$ cat src/ifau_map.svh
`ifndef IFAU_MAP_SVH
`define IFAU_MAP_SVH
`define IFAU_ADDR_W 24
`define IFAU_OCTET_W 21
`define IFAU_CNT_W 12
`define IFAU_WORD_W 32
`define IFAU_LVL_W 3
`define IFAU_OCTET_STEP 24'h000008
`define IFAU_WORD_STEP 24'h000001
`define IFAU_LAST_WORD 3'h7
`define IFAU_ADDR_RST 24'h000000
`define IFAU_CNT_RST 12'h000
`endif

$ cat src/ifau_pkg.sv
`include "ifau_map.svh"
package ifau_pkg;
	typedef logic [`IFAU_ADDR_W-1:0] ifau_addr_t;
	typedef logic [`IFAU_CNT_W-1:0] ifau_cnt_t;
	typedef logic [`IFAU_WORD_W-1:0] ifau_word_t;
	typedef enum logic [1:0] {
		IFAU_IDLE = 2'h0,
		IFAU_REQ = 2'h1,
		IFAU_WAIT = 2'h3
	} ifau_fetch_e;
	typedef struct packed {
		logic start;
		logic hazard;
		logic branch;
		logic obj_in_octet;
		logic load_lookahead_instruction;
		ifau_addr_t stage3_program_address;
		ifau_addr_t adder_result;
		ifau_cnt_t displacement;
		logic [`IFAU_LVL_W-1:0] active_levels;
		logic stop;
	} ifau_stage3_s;
	typedef struct packed {
		logic mem_req;
		logic [`IFAU_OCTET_W-1:0] mem_octet_addr;
	} ifau_memreq_s;
	typedef struct packed {
		ifau_fetch_e fsm;
		ifau_addr_t fetch_ahead_pointer;
		ifau_addr_t present_word_pointer;
		ifau_addr_t memory_request_pointer;
		ifau_addr_t branch_return;
		ifau_addr_t stage1_program_address;
		ifau_cnt_t lla_count;
		logic lla_armed;
		logic file_sel;
		logic file_sel_pend;
		logic fill_sel;
		logic [1:0] file_full;
		ifau_word_t instruction_holding_register;
	} ifau_state_s;
endpackage

$ cat src/ifau_fetch_unit.sv
`timescale 1ns/10ps
`include "ifau_map.svh"
module ifau_fetch_unit import ifau_pkg::*; (
	input wire logic clock, // 10 MHz system clock
	input wire logic rst, // synchronous, active high
	input wire ifau_stage3_s s3, // stage-3 redirect and look-ahead inputs
	output ifau_memreq_s mreq, // octet request toward memory
	input wire logic mem_accept, // memory takes the request this cycle
	input wire logic mem_data_valid, // octet returned from memory
	input wire logic [8*`IFAU_WORD_W-1:0] memory_interface_file, // returned octet
	input wire logic ir_take, // stage 1 accepts an instruction word
	output logic word_valid, // selected file holds a valid octet
	output ifau_word_t instruction_holding_register, // word entered this cycle
	output ifau_addr_t stage1_program_address, // address travelling with it
	output ifau_addr_t fetch_ahead_pointer, // feeds far-hazard comparator
	output ifau_addr_t compare_octet, // feeds branch/execute/indirect comparator
	output logic file_sel, // active instruction file, 0 is a
	output logic [1:0] file_full // full flags of files a and b
);
	ifau_state_s q_reg, q_next;
	ifau_word_t instruction_file_a [8];
	ifau_word_t instruction_file_b [8];
	logic redirect, lla_fire, last_word;
	ifau_addr_t octet_sum;

	assign octet_sum = q_reg.fetch_ahead_pointer + `IFAU_OCTET_STEP;
	assign last_word = q_reg.present_word_pointer[2:0] == `IFAU_LAST_WORD;
	// the active-level count is taken off at load time, so the counter itself hits zero
	assign lla_fire = q_reg.lla_armed && q_reg.lla_count == `IFAU_CNT_RST;
	assign redirect = s3.hazard || s3.start || (s3.branch && !s3.obj_in_octet);

	// the idle file is filled; the file being drawn from is never overwritten
	genvar gi;
	generate
		for (gi = 0; gi < 8; gi++) begin : g_files
			always_ff @(posedge clock) begin
				if (rst) begin
					instruction_file_a[gi] <= '0;
					instruction_file_b[gi] <= '0;
				end else if (mem_data_valid) begin
					if (!q_reg.fill_sel)
						instruction_file_a[gi] <= memory_interface_file[gi*32 +: 32];
					else
						instruction_file_b[gi] <= memory_interface_file[gi*32 +: 32];
				end
			end
		end
	endgenerate

	always_comb begin
		q_next = q_reg;
		// hazard, then start, then branch, then look-ahead transfer, then sequential
		if (s3.hazard) begin
			q_next.fetch_ahead_pointer = s3.stage3_program_address;
			q_next.memory_request_pointer = s3.stage3_program_address;
			q_next.present_word_pointer = s3.stage3_program_address;
			q_next.fsm = IFAU_REQ;
		end else if (s3.start) begin
			q_next.fetch_ahead_pointer = s3.stage3_program_address;
			q_next.memory_request_pointer = s3.stage3_program_address;
			q_next.present_word_pointer = s3.stage3_program_address;
			q_next.fsm = IFAU_REQ;
		end else if (s3.branch && !s3.obj_in_octet) begin
			q_next.fetch_ahead_pointer = s3.adder_result;
			q_next.memory_request_pointer = s3.adder_result;
			q_next.present_word_pointer = s3.adder_result;
			q_next.fsm = IFAU_REQ;
		end else if (lla_fire) begin
			q_next.fetch_ahead_pointer = q_reg.branch_return;
			q_next.memory_request_pointer = q_reg.branch_return;
			// words resume from the saved path once its octet lands
			q_next.present_word_pointer = q_reg.branch_return;
			q_next.lla_armed = 1'b0;
			q_next.fsm = IFAU_REQ;
		end else begin
			if (mreq.mem_req && mem_accept) begin
				q_next.fetch_ahead_pointer = octet_sum;
				q_next.memory_request_pointer = octet_sum;
			end
			if (s3.branch && s3.obj_in_octet)
				q_next.present_word_pointer = s3.adder_result;
			else if (ir_take && word_valid) begin
				// the fetch-ahead pointer may already run an octet past the next file,
				// so the next octet base is formed from the present pointer itself
				if (last_word)
					q_next.present_word_pointer =
						{q_reg.present_word_pointer[23:3] + 21'h000001, 3'h0};
				else
					q_next.present_word_pointer =
						q_reg.present_word_pointer + `IFAU_WORD_STEP;
			end
		end
		// request sequencing: stop ends the sequence unless a redirect or a look-ahead transfer restarts it
		case (q_reg.fsm)
			IFAU_IDLE: ;
			IFAU_REQ: begin
				if (!redirect && !lla_fire && s3.stop)
					q_next.fsm = IFAU_IDLE;
				else if (!redirect && !lla_fire && mreq.mem_req && mem_accept)
					q_next.fsm = IFAU_WAIT;
			end
			IFAU_WAIT: begin
				if (!redirect && !lla_fire && mem_data_valid)
					q_next.fsm = s3.stop ? IFAU_IDLE : IFAU_REQ;
			end
			default: q_next.fsm = IFAU_IDLE;
		endcase
		if (mem_data_valid) begin
			q_next.file_full[q_reg.fill_sel] = 1'b1;
			q_next.fill_sel = ~q_reg.fill_sel;
		end
		if (s3.load_lookahead_instruction) begin
			q_next.branch_return = s3.stage3_program_address;
			// limitation: a displacement below the active-level count wraps around
			q_next.lla_count = s3.displacement - ifau_cnt_t'(s3.active_levels);
			q_next.lla_armed = 1'b1;
		end else if (q_reg.lla_armed && ir_take && word_valid && !lla_fire)
			q_next.lla_count = q_reg.lla_count - 12'h001;
		q_next.file_sel_pend = 1'b0;
		if (ir_take && word_valid) begin
			q_next.stage1_program_address = q_reg.present_word_pointer;
			q_next.instruction_holding_register = q_reg.file_sel ?
				instruction_file_b[q_reg.present_word_pointer[2:0]] :
				instruction_file_a[q_reg.present_word_pointer[2:0]];
			q_next.file_sel_pend = last_word;
		end
		// toggle lands one clock after the last word is drawn
		if (q_reg.file_sel_pend) begin
			q_next.file_full[q_reg.file_sel] = 1'b0;
			q_next.file_sel = ~q_reg.file_sel;
		end
		if (redirect || lla_fire) begin
			// stale octets are dropped; the new one lands in file a
			q_next.file_full = 2'b00;
			q_next.file_sel = 1'b0;
			q_next.fill_sel = 1'b0;
			q_next.file_sel_pend = 1'b0;
		end
	end

	always_ff @(posedge clock) begin
		if (rst) begin
			q_reg <= '{fsm: IFAU_IDLE, fetch_ahead_pointer: `IFAU_ADDR_RST,
				present_word_pointer: `IFAU_ADDR_RST, memory_request_pointer: `IFAU_ADDR_RST,
				branch_return: `IFAU_ADDR_RST, stage1_program_address: `IFAU_ADDR_RST,
				lla_count: `IFAU_CNT_RST, lla_armed: 1'b0, file_sel: 1'b0,
				file_sel_pend: 1'b0, fill_sel: 1'b0, file_full: 2'b00,
				instruction_holding_register: '0};
		end else begin
			q_reg <= q_next;
		end
	end

	// a request waits while the file it would fill still holds unread words
	assign mreq.mem_req = q_reg.fsm == IFAU_REQ && !q_reg.file_full[q_reg.fill_sel];
	assign mreq.mem_octet_addr = q_reg.memory_request_pointer[`IFAU_ADDR_W-1:3];
	assign word_valid = q_reg.file_full[q_reg.file_sel] && !q_reg.file_sel_pend;
	assign instruction_holding_register = q_reg.instruction_holding_register;
	assign stage1_program_address = q_reg.stage1_program_address;
	assign fetch_ahead_pointer = q_reg.fetch_ahead_pointer;
	assign compare_octet = {q_reg.fetch_ahead_pointer[`IFAU_ADDR_W-1:3], 3'h0};
	assign file_sel = q_reg.file_sel;
	assign file_full = q_reg.file_full;
endmodule

$ cat config.mk
export PLATFORM = sky130hd
export DESIGN_NAME = ifau_fetch_unit
export DESIGN_NICKNAME = d
export VERILOG_FILES = /design/src/ifau_pkg.sv /design/src/ifau_fetch_unit.sv
export VERILOG_INCLUDE_DIRS = /design/src
export SDC_FILE = /design/constraint.sdc
export NUM_CORES = 1
export LEC_CHECK = 0
export BUFFER_PORTS_ARGS = -buffer_cell sky130_fd_sc_hd__buf_4
export CAP_MARGIN = 15
export CORE_UTILIZATION = 45
export DETAILED_ROUTE_END_ITERATION = 7
export PLACE_DENSITY = 0.65
export SYNTH_ARGS = -nofsm -noshare
export SYNTH_HDL_FRONTEND = slang
export SYNTH_SLANG_ARGS = --single-unit
$ cat constraint.sdc
create_clock -name clock -period 13 [get_ports clock]
set_input_delay 2.6 -clock clock [delete_from_list [all_inputs] [get_ports clock]]
set_output_delay 2.6 -clock clock [all_outputs]
set_load 0.1 [all_outputs]
==> results of run 1 <==
-- power groups by stage --
stage                     clock [mW]  sequential [mW]  combinational, mW
final                           2.07             2.47              0.579
after global routing            2.19             2.49              0.617
after CTS                       2.11             2.47              0.585
after detailed placement           0             2.52              0.583
after global placement             0             2.51              0.575
after floorplan                    0             2.50              0.426
-- synth_stat cells, drive strengths merged, types with 9 or more instances --
| master | number | area (µm²) |
|---|---|---|
| nor3 | 31 | 165 |
| a31oi | 11 | 68.8 |
| ha | 9 | 113 |
| xor2 | 13 | 114 |
| buf | 166 | 1170 |
| clkbuf | 116 | 475 |
| o21ai | 22 | 110 |
| a22o | 16 | 140 |
| mux2i | 25 | 250 |
| and2 | 519 | 3250 |
| nand4 | 13 | 96.3 |
| xnor2 | 24 | 210 |
| dfxtp | 151 | 3020 |
| nand2 | 161 | 612 |
| edfxtp | 512 | 15400 |
| o31a | 10 | 87.6 |
| and3 | 19 | 120 |
| nand3 | 22 | 110 |
| a211oi | 31 | 233 |
| nor4 | 9 | 86.3 |
| inv | 14 | 52.6 |
| nor2 | 98 | 370 |
| a21oi | 98 | 490 |
| mux4 | 160 | 3600 |
-- path summary, 6_finish.rpt --
path | startpoint | depth (start not counted) | end | slack [ns]
max reg2reg | flip-flop | 5 | instruction_holding_register[17]$_SDFFE_PP0P_ | 9.62
min | stage1_program_address[11]$_SDFFE_PP0P_ | 2 | stage1_program_address[11]$_SDFFE_PP0P_ | 0.46
max | s3[67] | 7 | mreq[19]$_SDFFE_PP0P_ | 7.98
min reg2reg | stage1_program_address[11]$_SDFFE_PP0P_ | 2 | stage1_program_address[11]$_SDFFE_PP0P_ | 0.46
-- final cells by class --
cell class                 instances  area, µm²  share of cell area [%]
multi-input combinational       1383      11100                    30.2
antenna                            5       12.5                  0.0342
sequential                       663      18400                    50.3
tap                              873       1090                    2.98
timing repair buffer             475       3600                    9.84
clock buffer                      94       2000                    5.45
clock inverter                    38        394                    1.08
inverter                          14       52.6                   0.144
-- kinds of logic (layout without fill, tap and decap cells) --
logic type | count (synthesis) | after routing | share of synthesized area, %
compound gates | 237 | 237 | 5.00
fa+ha+maj | 10 | 10 | 0.427
buf+inv | 296 | 621 | 5.46
mux | 188 | 188 | 12.5
flops | 663 | 663 | 59.2
xor+xnor | 37 | 37 | 1.04
other cells | 1 | 8 | 0.0121
simple gates | 908 | 908 | 16.4
-- worst min-delay path: cells and delay by family (launching register included) --
kind            cells  cell delay, ns
simple gates        1            0.05
compound gates      1            0.05
flops               1            0.31
-- metrics by stage --
| stage | instances | instance area, µm² | power (mW) | worst slack [ns] |
|---|---|---|---|---|
| 2_1_floorplan | 2342 | 31100 | 2.92 | 3.99 |
| 3_3_place_gp | 3408 | 34200 | 3.09 | 7.40 |
| 3_5_place_dp | 3408 | 34200 | 3.10 | 7.29 |
| 4_1_cts | 3540 | 36600 | 5.17 | 7.93 |
| 5_1_grt | 3544 | 36600 | 5.29 | 7.73 |
| 6_report | 3545 | 36600 | 5.13 | 7.98 |
-- routing by layer --
layer | vias to the layer above | GRT usage [%]
met1 | 9721 | 28.5
met5 | - | 0
li1 | 8951 | -
met3 | 153 | 6.47
met4 | 38 | 7.42
met2 | 742 | 37.3
-- placed cells by master, fill, tap and decap left out, types with 6 or more instances in the layout --
| master | n |
|---|---|
| a211oi_1 | 31 |
| a21oi_1 | 98 |
| a22o_1 | 16 |
| a22oi_1 | 7 |
| a311oi_1 | 7 |
| a31oi_1 | 11 |
| and2_1 | 517 |
| and3_1 | 18 |
| buf_4 | 472 |
| bufinv_16 | 7 |
| clkbuf_1 | 13 |
| clkbuf_16 | 74 |
| clkbuf_8 | 7 |
| clkinv_1 | 9 |
| clkinv_2 | 11 |
| dfxtp_1 | 147 |
| edfxtp_1 | 512 |
| ha_1 | 9 |
| inv_1 | 14 |
| mux2i_1 | 25 |
| mux4_2 | 160 |
| nand2_1 | 157 |
| nand2b_1 | 6 |
| nand3_1 | 22 |
| nand4_1 | 12 |
| nor2_1 | 95 |
| nor3_1 | 28 |
| nor4_1 | 6 |
| o21ai_0 | 22 |
| o221ai_1 | 6 |
| o31a_1 | 10 |
| xnor2_1 | 24 |
| xor2_1 | 13 |
==> results.sh, run 1 <==
export IMPL_clkSinkCount=663
export IMPL_end_kind="flip-flop"
export IMPL_fmax_ghz=0.199
export IMPL_wl_per_cell_um=22.4
export IMPL_initial_core_util_pct=45.9
export IMPL_period_minus_slack_ns=5.02
export IMPL_slew_violations=0
export IMPL_critPathRequiredTime_ns=13.47
export IMPL_ant_nets=0
export IMPL_power_density_nw_per_um2=140
export IMPL_grt_overflow=0
export IMPL_vias=19600
export IMPL_cpLargestDelayFamily="simple AND/OR/NAND/NOR gates"
export IMPL_ctsResizeCount=0
export IMPL_ys_seq_area_share_pct=59.2
export IMPL_power_leakage_nw=14.0
export IMPL_fill_cells=5628
export IMPL_syn_inst=2340
export IMPL_skew_ns=0.0227
export IMPL_status="completed"
export IMPL_routed_wl_met2_mm=38.7
export IMPL_criticalPathCategory="input port to flip-flop"
export IMPL_die_area_um2=70100
export IMPL_grt_pass1_wl_mm=121
export IMPL_slew_headroom_pct=16.0
export IMPL_via_per_inst=5.53
export IMPL_crit_chain="buf_4 -> or2_2 -> nor2_2 -> and2_1 -> a21oi_1 -> a21boi_1 -> a2111oi_2"
export IMPL_drt_pass1_iterations=5
export IMPL_ys_warn_count=0
export IMPL_maxCapViolCount=0
export IMPL_grt_use_total_pct=22.6
export IMPL_avgSynthCellArea_um2=13.3
export IMPL_whs_ns=0.455
export IMPL_die_y_um=265
export IMPL_power_frac_comb_pct=11.3
export IMPL_cts_htree_levels=3
export IMPL_place_detailed_hpwl_mm=51.4
export IMPL_switching_share_pct=24.4
export IMPL_met1_length_mm=31.7
export IMPL_finalWirelength_mm=79.5
export IMPL_post_cts_buffers=0
export IMPL_rsz0062_at_grt="no"
export IMPL_syn_area_um2=31100
export IMPL_synth_cell_types=74
export IMPL_synth_ff_type="edfxtp_1"
export IMPL_clkLatencyLatePin_ns=0.60
export IMPL_ios=460
export IMPL_setup_tns_ns=0
export IMPL_drtIter0Drc=1521
export IMPL_hold_class="flip-flop to flip-flop"
export IMPL_cts_tree="built"
export IMPL_critPathBufInv=1
export IMPL_cts_buffers=73
export IMPL_clk_pin_slew_ns=0.06
export IMPL_synth_edf_count=512
export IMPL_area_growth_pct=17.8
export IMPL_cts_root_buf="clkbuf_16"
export IMPL_worstMarginPinSlew_ns=1.26
export IMPL_hold_violations=0
export IMPL_utilization_pct=54.0
export IMPL_highest_signal_layer="met5"
export IMPL_crit_fanout=29
export IMPL_antenna_found_initial=25
export IMPL_drive_gt1_share_pct=29.4
export IMPL_crit_path_start_kind="input port"
export IMPL_p_seq_share_pct=48.2
export IMPL_synthArstFlopShare_pct=0
export IMPL_peakVddDrop_mv=0.0910
export IMPL_fin_crit_sh_pct=38.6
export IMPL_finalSetupViolCount=0
export IMPL_max_stage_delay_ns=0.81
export IMPL_internal_power_mw=3.88
export IMPL_place_gp_congestion=0.877
export IMPL_hold_buffers=0
export IMPL_wl_met3_mm=6.82
export IMPL_clockBufferDepth=3
export IMPL_p_clk_share_pct=40.5
export IMPL_p_switching_mw=1.25
export IMPL_die_w_um=265
export IMPL_critPathSlowestCell="nor2_2"
export IMPL_rows=95
export IMPL_drcViolationCount=0
export IMPL_port_buffers=456
export IMPL_first_global_vias=20200
export IMPL_core_area_um2=67800
export IMPL_final_nets=2950
export IMPL_arrival_ns=5.49
export IMPL_grt_max_degree=257
export IMPL_yosys_register_bits=663
(Power assumes the default switching activity.)
==> inputs of run 2 (changes only) <==
clock period = 5.1 ns   (was 13 ns; I/O delays follow)
==> results.sh, run 2 (synthesis gave the netlist of run 1 again) <==
export IMPL_post_dp_cell_area_um2=34400
export IMPL_drt_pass1_iterations=5
export IMPL_clkLatencyLatePin_ns=0.62
export IMPL_skew_ns=0.0206
export IMPL_hold_buffers=0
export IMPL_antenna_found_initial=14
export IMPL_p_seq_share_pct=48.0
export IMPL_finalWirelength_mm=78.7
export IMPL_worstMarginPinSlew_ns=1.12
export IMPL_rsz0062_at_grt="no"
export IMPL_first_global_vias=19900
export IMPL_p_clk_share_pct=40.3
export IMPL_power_density_nw_per_um2=355
export IMPL_cts_buffers=75
export IMPL_clockBufferDepth=3
export IMPL_criticalPathCategory="flip-flop to flip-flop"
export IMPL_clkSinkCount=663
export IMPL_switching_share_pct=24.5
export IMPL_final_common_cell="and2_1"
export IMPL_fin_crit_sh_pct=60.5
export IMPL_via_per_inst=5.48
export IMPL_area_growth_pct=18.7
export IMPL_hold_violations=0
export IMPL_crit_path_start_kind="flip-flop"
export IMPL_slew_headroom_pct=25.4
export IMPL_power_frac_comb_pct=11.6
export IMPL_slew_violations=0
export IMPL_hold_class="flip-flop to flip-flop"
export IMPL_core_area_um2=67800
export IMPL_cts_htree_levels=3
export IMPL_layout_common_cells="and2_1 (517), edfxtp_1 (512), buf_4 (474), mux4_2 (160), nand2_1 (157)"
export IMPL_port_buffers=456
export IMPL_place_detailed_hpwl_mm=53.2
export IMPL_ctsResizeCount=0
export IMPL_clk_pin_slew_ns=0.06
export IMPL_peakVddDrop_mv=0.221
export IMPL_crit_fanout=22
export IMPL_end_kind="flip-flop"
export IMPL_grt_overflow=0
export IMPL_period_minus_slack_ns=3.08
export IMPL_final_nets=2965
export IMPL_die_area_um2=70100
export IMPL_arrival_ns=3.59
export IMPL_die_y_um=265
export IMPL_cts_root_buf="clkbuf_16"
export IMPL_grt_pass1_wl_mm=119
export IMPL_reg2reg_slack_ns=2.02
export IMPL_vias=19500
export IMPL_fill_cells=5669
export IMPL_power_leakage_nw=14.2
export IMPL_drcViolationCount=0
export IMPL_setup_tns_ns=0
export IMPL_post_cts_buffers=0
export IMPL_maxCapViolCount=0
export IMPL_initial_core_util_pct=45.9
export IMPL_p_switching_mw=3.21
export IMPL_ios=460
export IMPL_cts_tree="built"
export IMPL_ant_nets=0
export IMPL_place_gp_congestion=0.852
export IMPL_grt_max_degree=151
export IMPL_drive_gt1_share_pct=29.5
export IMPL_rows=95
export IMPL_grt_use_total_pct=22.3
export IMPL_whs_ns=0.459
export IMPL_pre_cts_slack_ns=1.45
export IMPL_die_w_um=265
export IMPL_drtIter0Drc=1811
export IMPL_fmax_ghz=0.324
export IMPL_finalSetupViolCount=0
export IMPL_stdcell_area_um2=36900
export IMPL_setup_ws_ns=2.02
export IMPL_wl_per_cell_um=22.1
export IMPL_critPathRequiredTime_ns=5.60
export IMPL_internal_power_mw=9.88
export IMPL_status="completed"
export IMPL_power_mw=13.1
[run 2: cell types whose count changed in the layout (fill, tap and decap cells not counted)]
cell / before / now
buf_12: 3 / 14
buf_4: 472 / 474
bufinv_16: 7 / 2
clkbuf_1: 13 / 25
clkbuf_16: 74 / 80
clkbuf_8: 7 / 8
clkinv_1: 9 / 7
clkinv_2: 11 / 9
clkinv_4: 1 / 0
clkinvlp_2: 1 / 0
clkinvlp_4: 4 / 2
diode_2: 5 / 6
inv_16: 0 / 1
[run 2: layer usage]
metal | up-vias | global-route usage, % | routed length (µm)
met5 | - | 0 | 106
met4 | 16 | 7.87 | 2090
met3 | 134 | 5.76 | 6410
met2 | 746 | 36.9 | 38400
met1 | 9661 | 28.5 | 31700
li1 | 8988 | - | -
[run 2: cell type report]
| cell class | instances | area [µm²] | area share [%] |
|---|---|---|---|
| Antenna cell | 6 | 15.0 | 0.0407 |
| Clock buffer | 113 | 2210 | 5.98 |
| Clock inverter | 26 | 218 | 0.590 |
| Inverter | 14 | 52.6 | 0.142 |
| Multi-Input combinational cell | 1383 | 11100 | 30.0 |
| Sequential cell | 663 | 18400 | 49.9 |
| Tap cell | 873 | 1090 | 2.96 |
| Timing Repair Buffer | 488 | 3840 | 10.4 |
[run 2: stage by stage]
step                      util [%]  std cells
after floorplan                  -       2342
after global placement        50.8       3421
after detailed placement      50.8       3421
after CTS                     54.4       3560
after global routing          54.4       3564
final                         54.4       3566
[run 2: critical path: stages, from the launching register on]
cell and delay, ns:
dfxtp_1 0.35, or3_1 0.53, nor4_4 0.71, nor3_2 0.06
buf_4 0.25, nand2_1 0.59, nor2_1 0.12, a2111oi_2 0.35
[run 2: power by group through the flow]
stage | clock [mW] | sequential, mW | combinational (mW)
2_1_floorplan | 0 | 6.37 | 1.09
3_3_place_gp | 0 | 6.38 | 1.51
3_5_place_dp | 0 | 6.40 | 1.53
4_1_cts | 5.39 | 6.29 | 1.53
5_1_grt | 5.60 | 6.32 | 1.61
6_report | 5.28 | 6.29 | 1.52
[run 2: worst paths after layout]
kind / from / to / cells past startpoint
setup / recovery: q_reg[40]$_SDFFE_PP0P_ / mreq[19]$_SDFFE_PP0P_ / 7
hold / removal: instruction_holding_register[4]$_SDFFE_PP0P_ / instruction_holding_register[4]$_SDFFE_PP0P_ / 2
setup reg to reg: q_reg[40]$_SDFFE_PP0P_ / mreq[19]$_SDFFE_PP0P_ / 7
hold reg to reg: instruction_holding_register[4]$_SDFFE_PP0P_ / instruction_holding_register[4]$_SDFFE_PP0P_ / 2
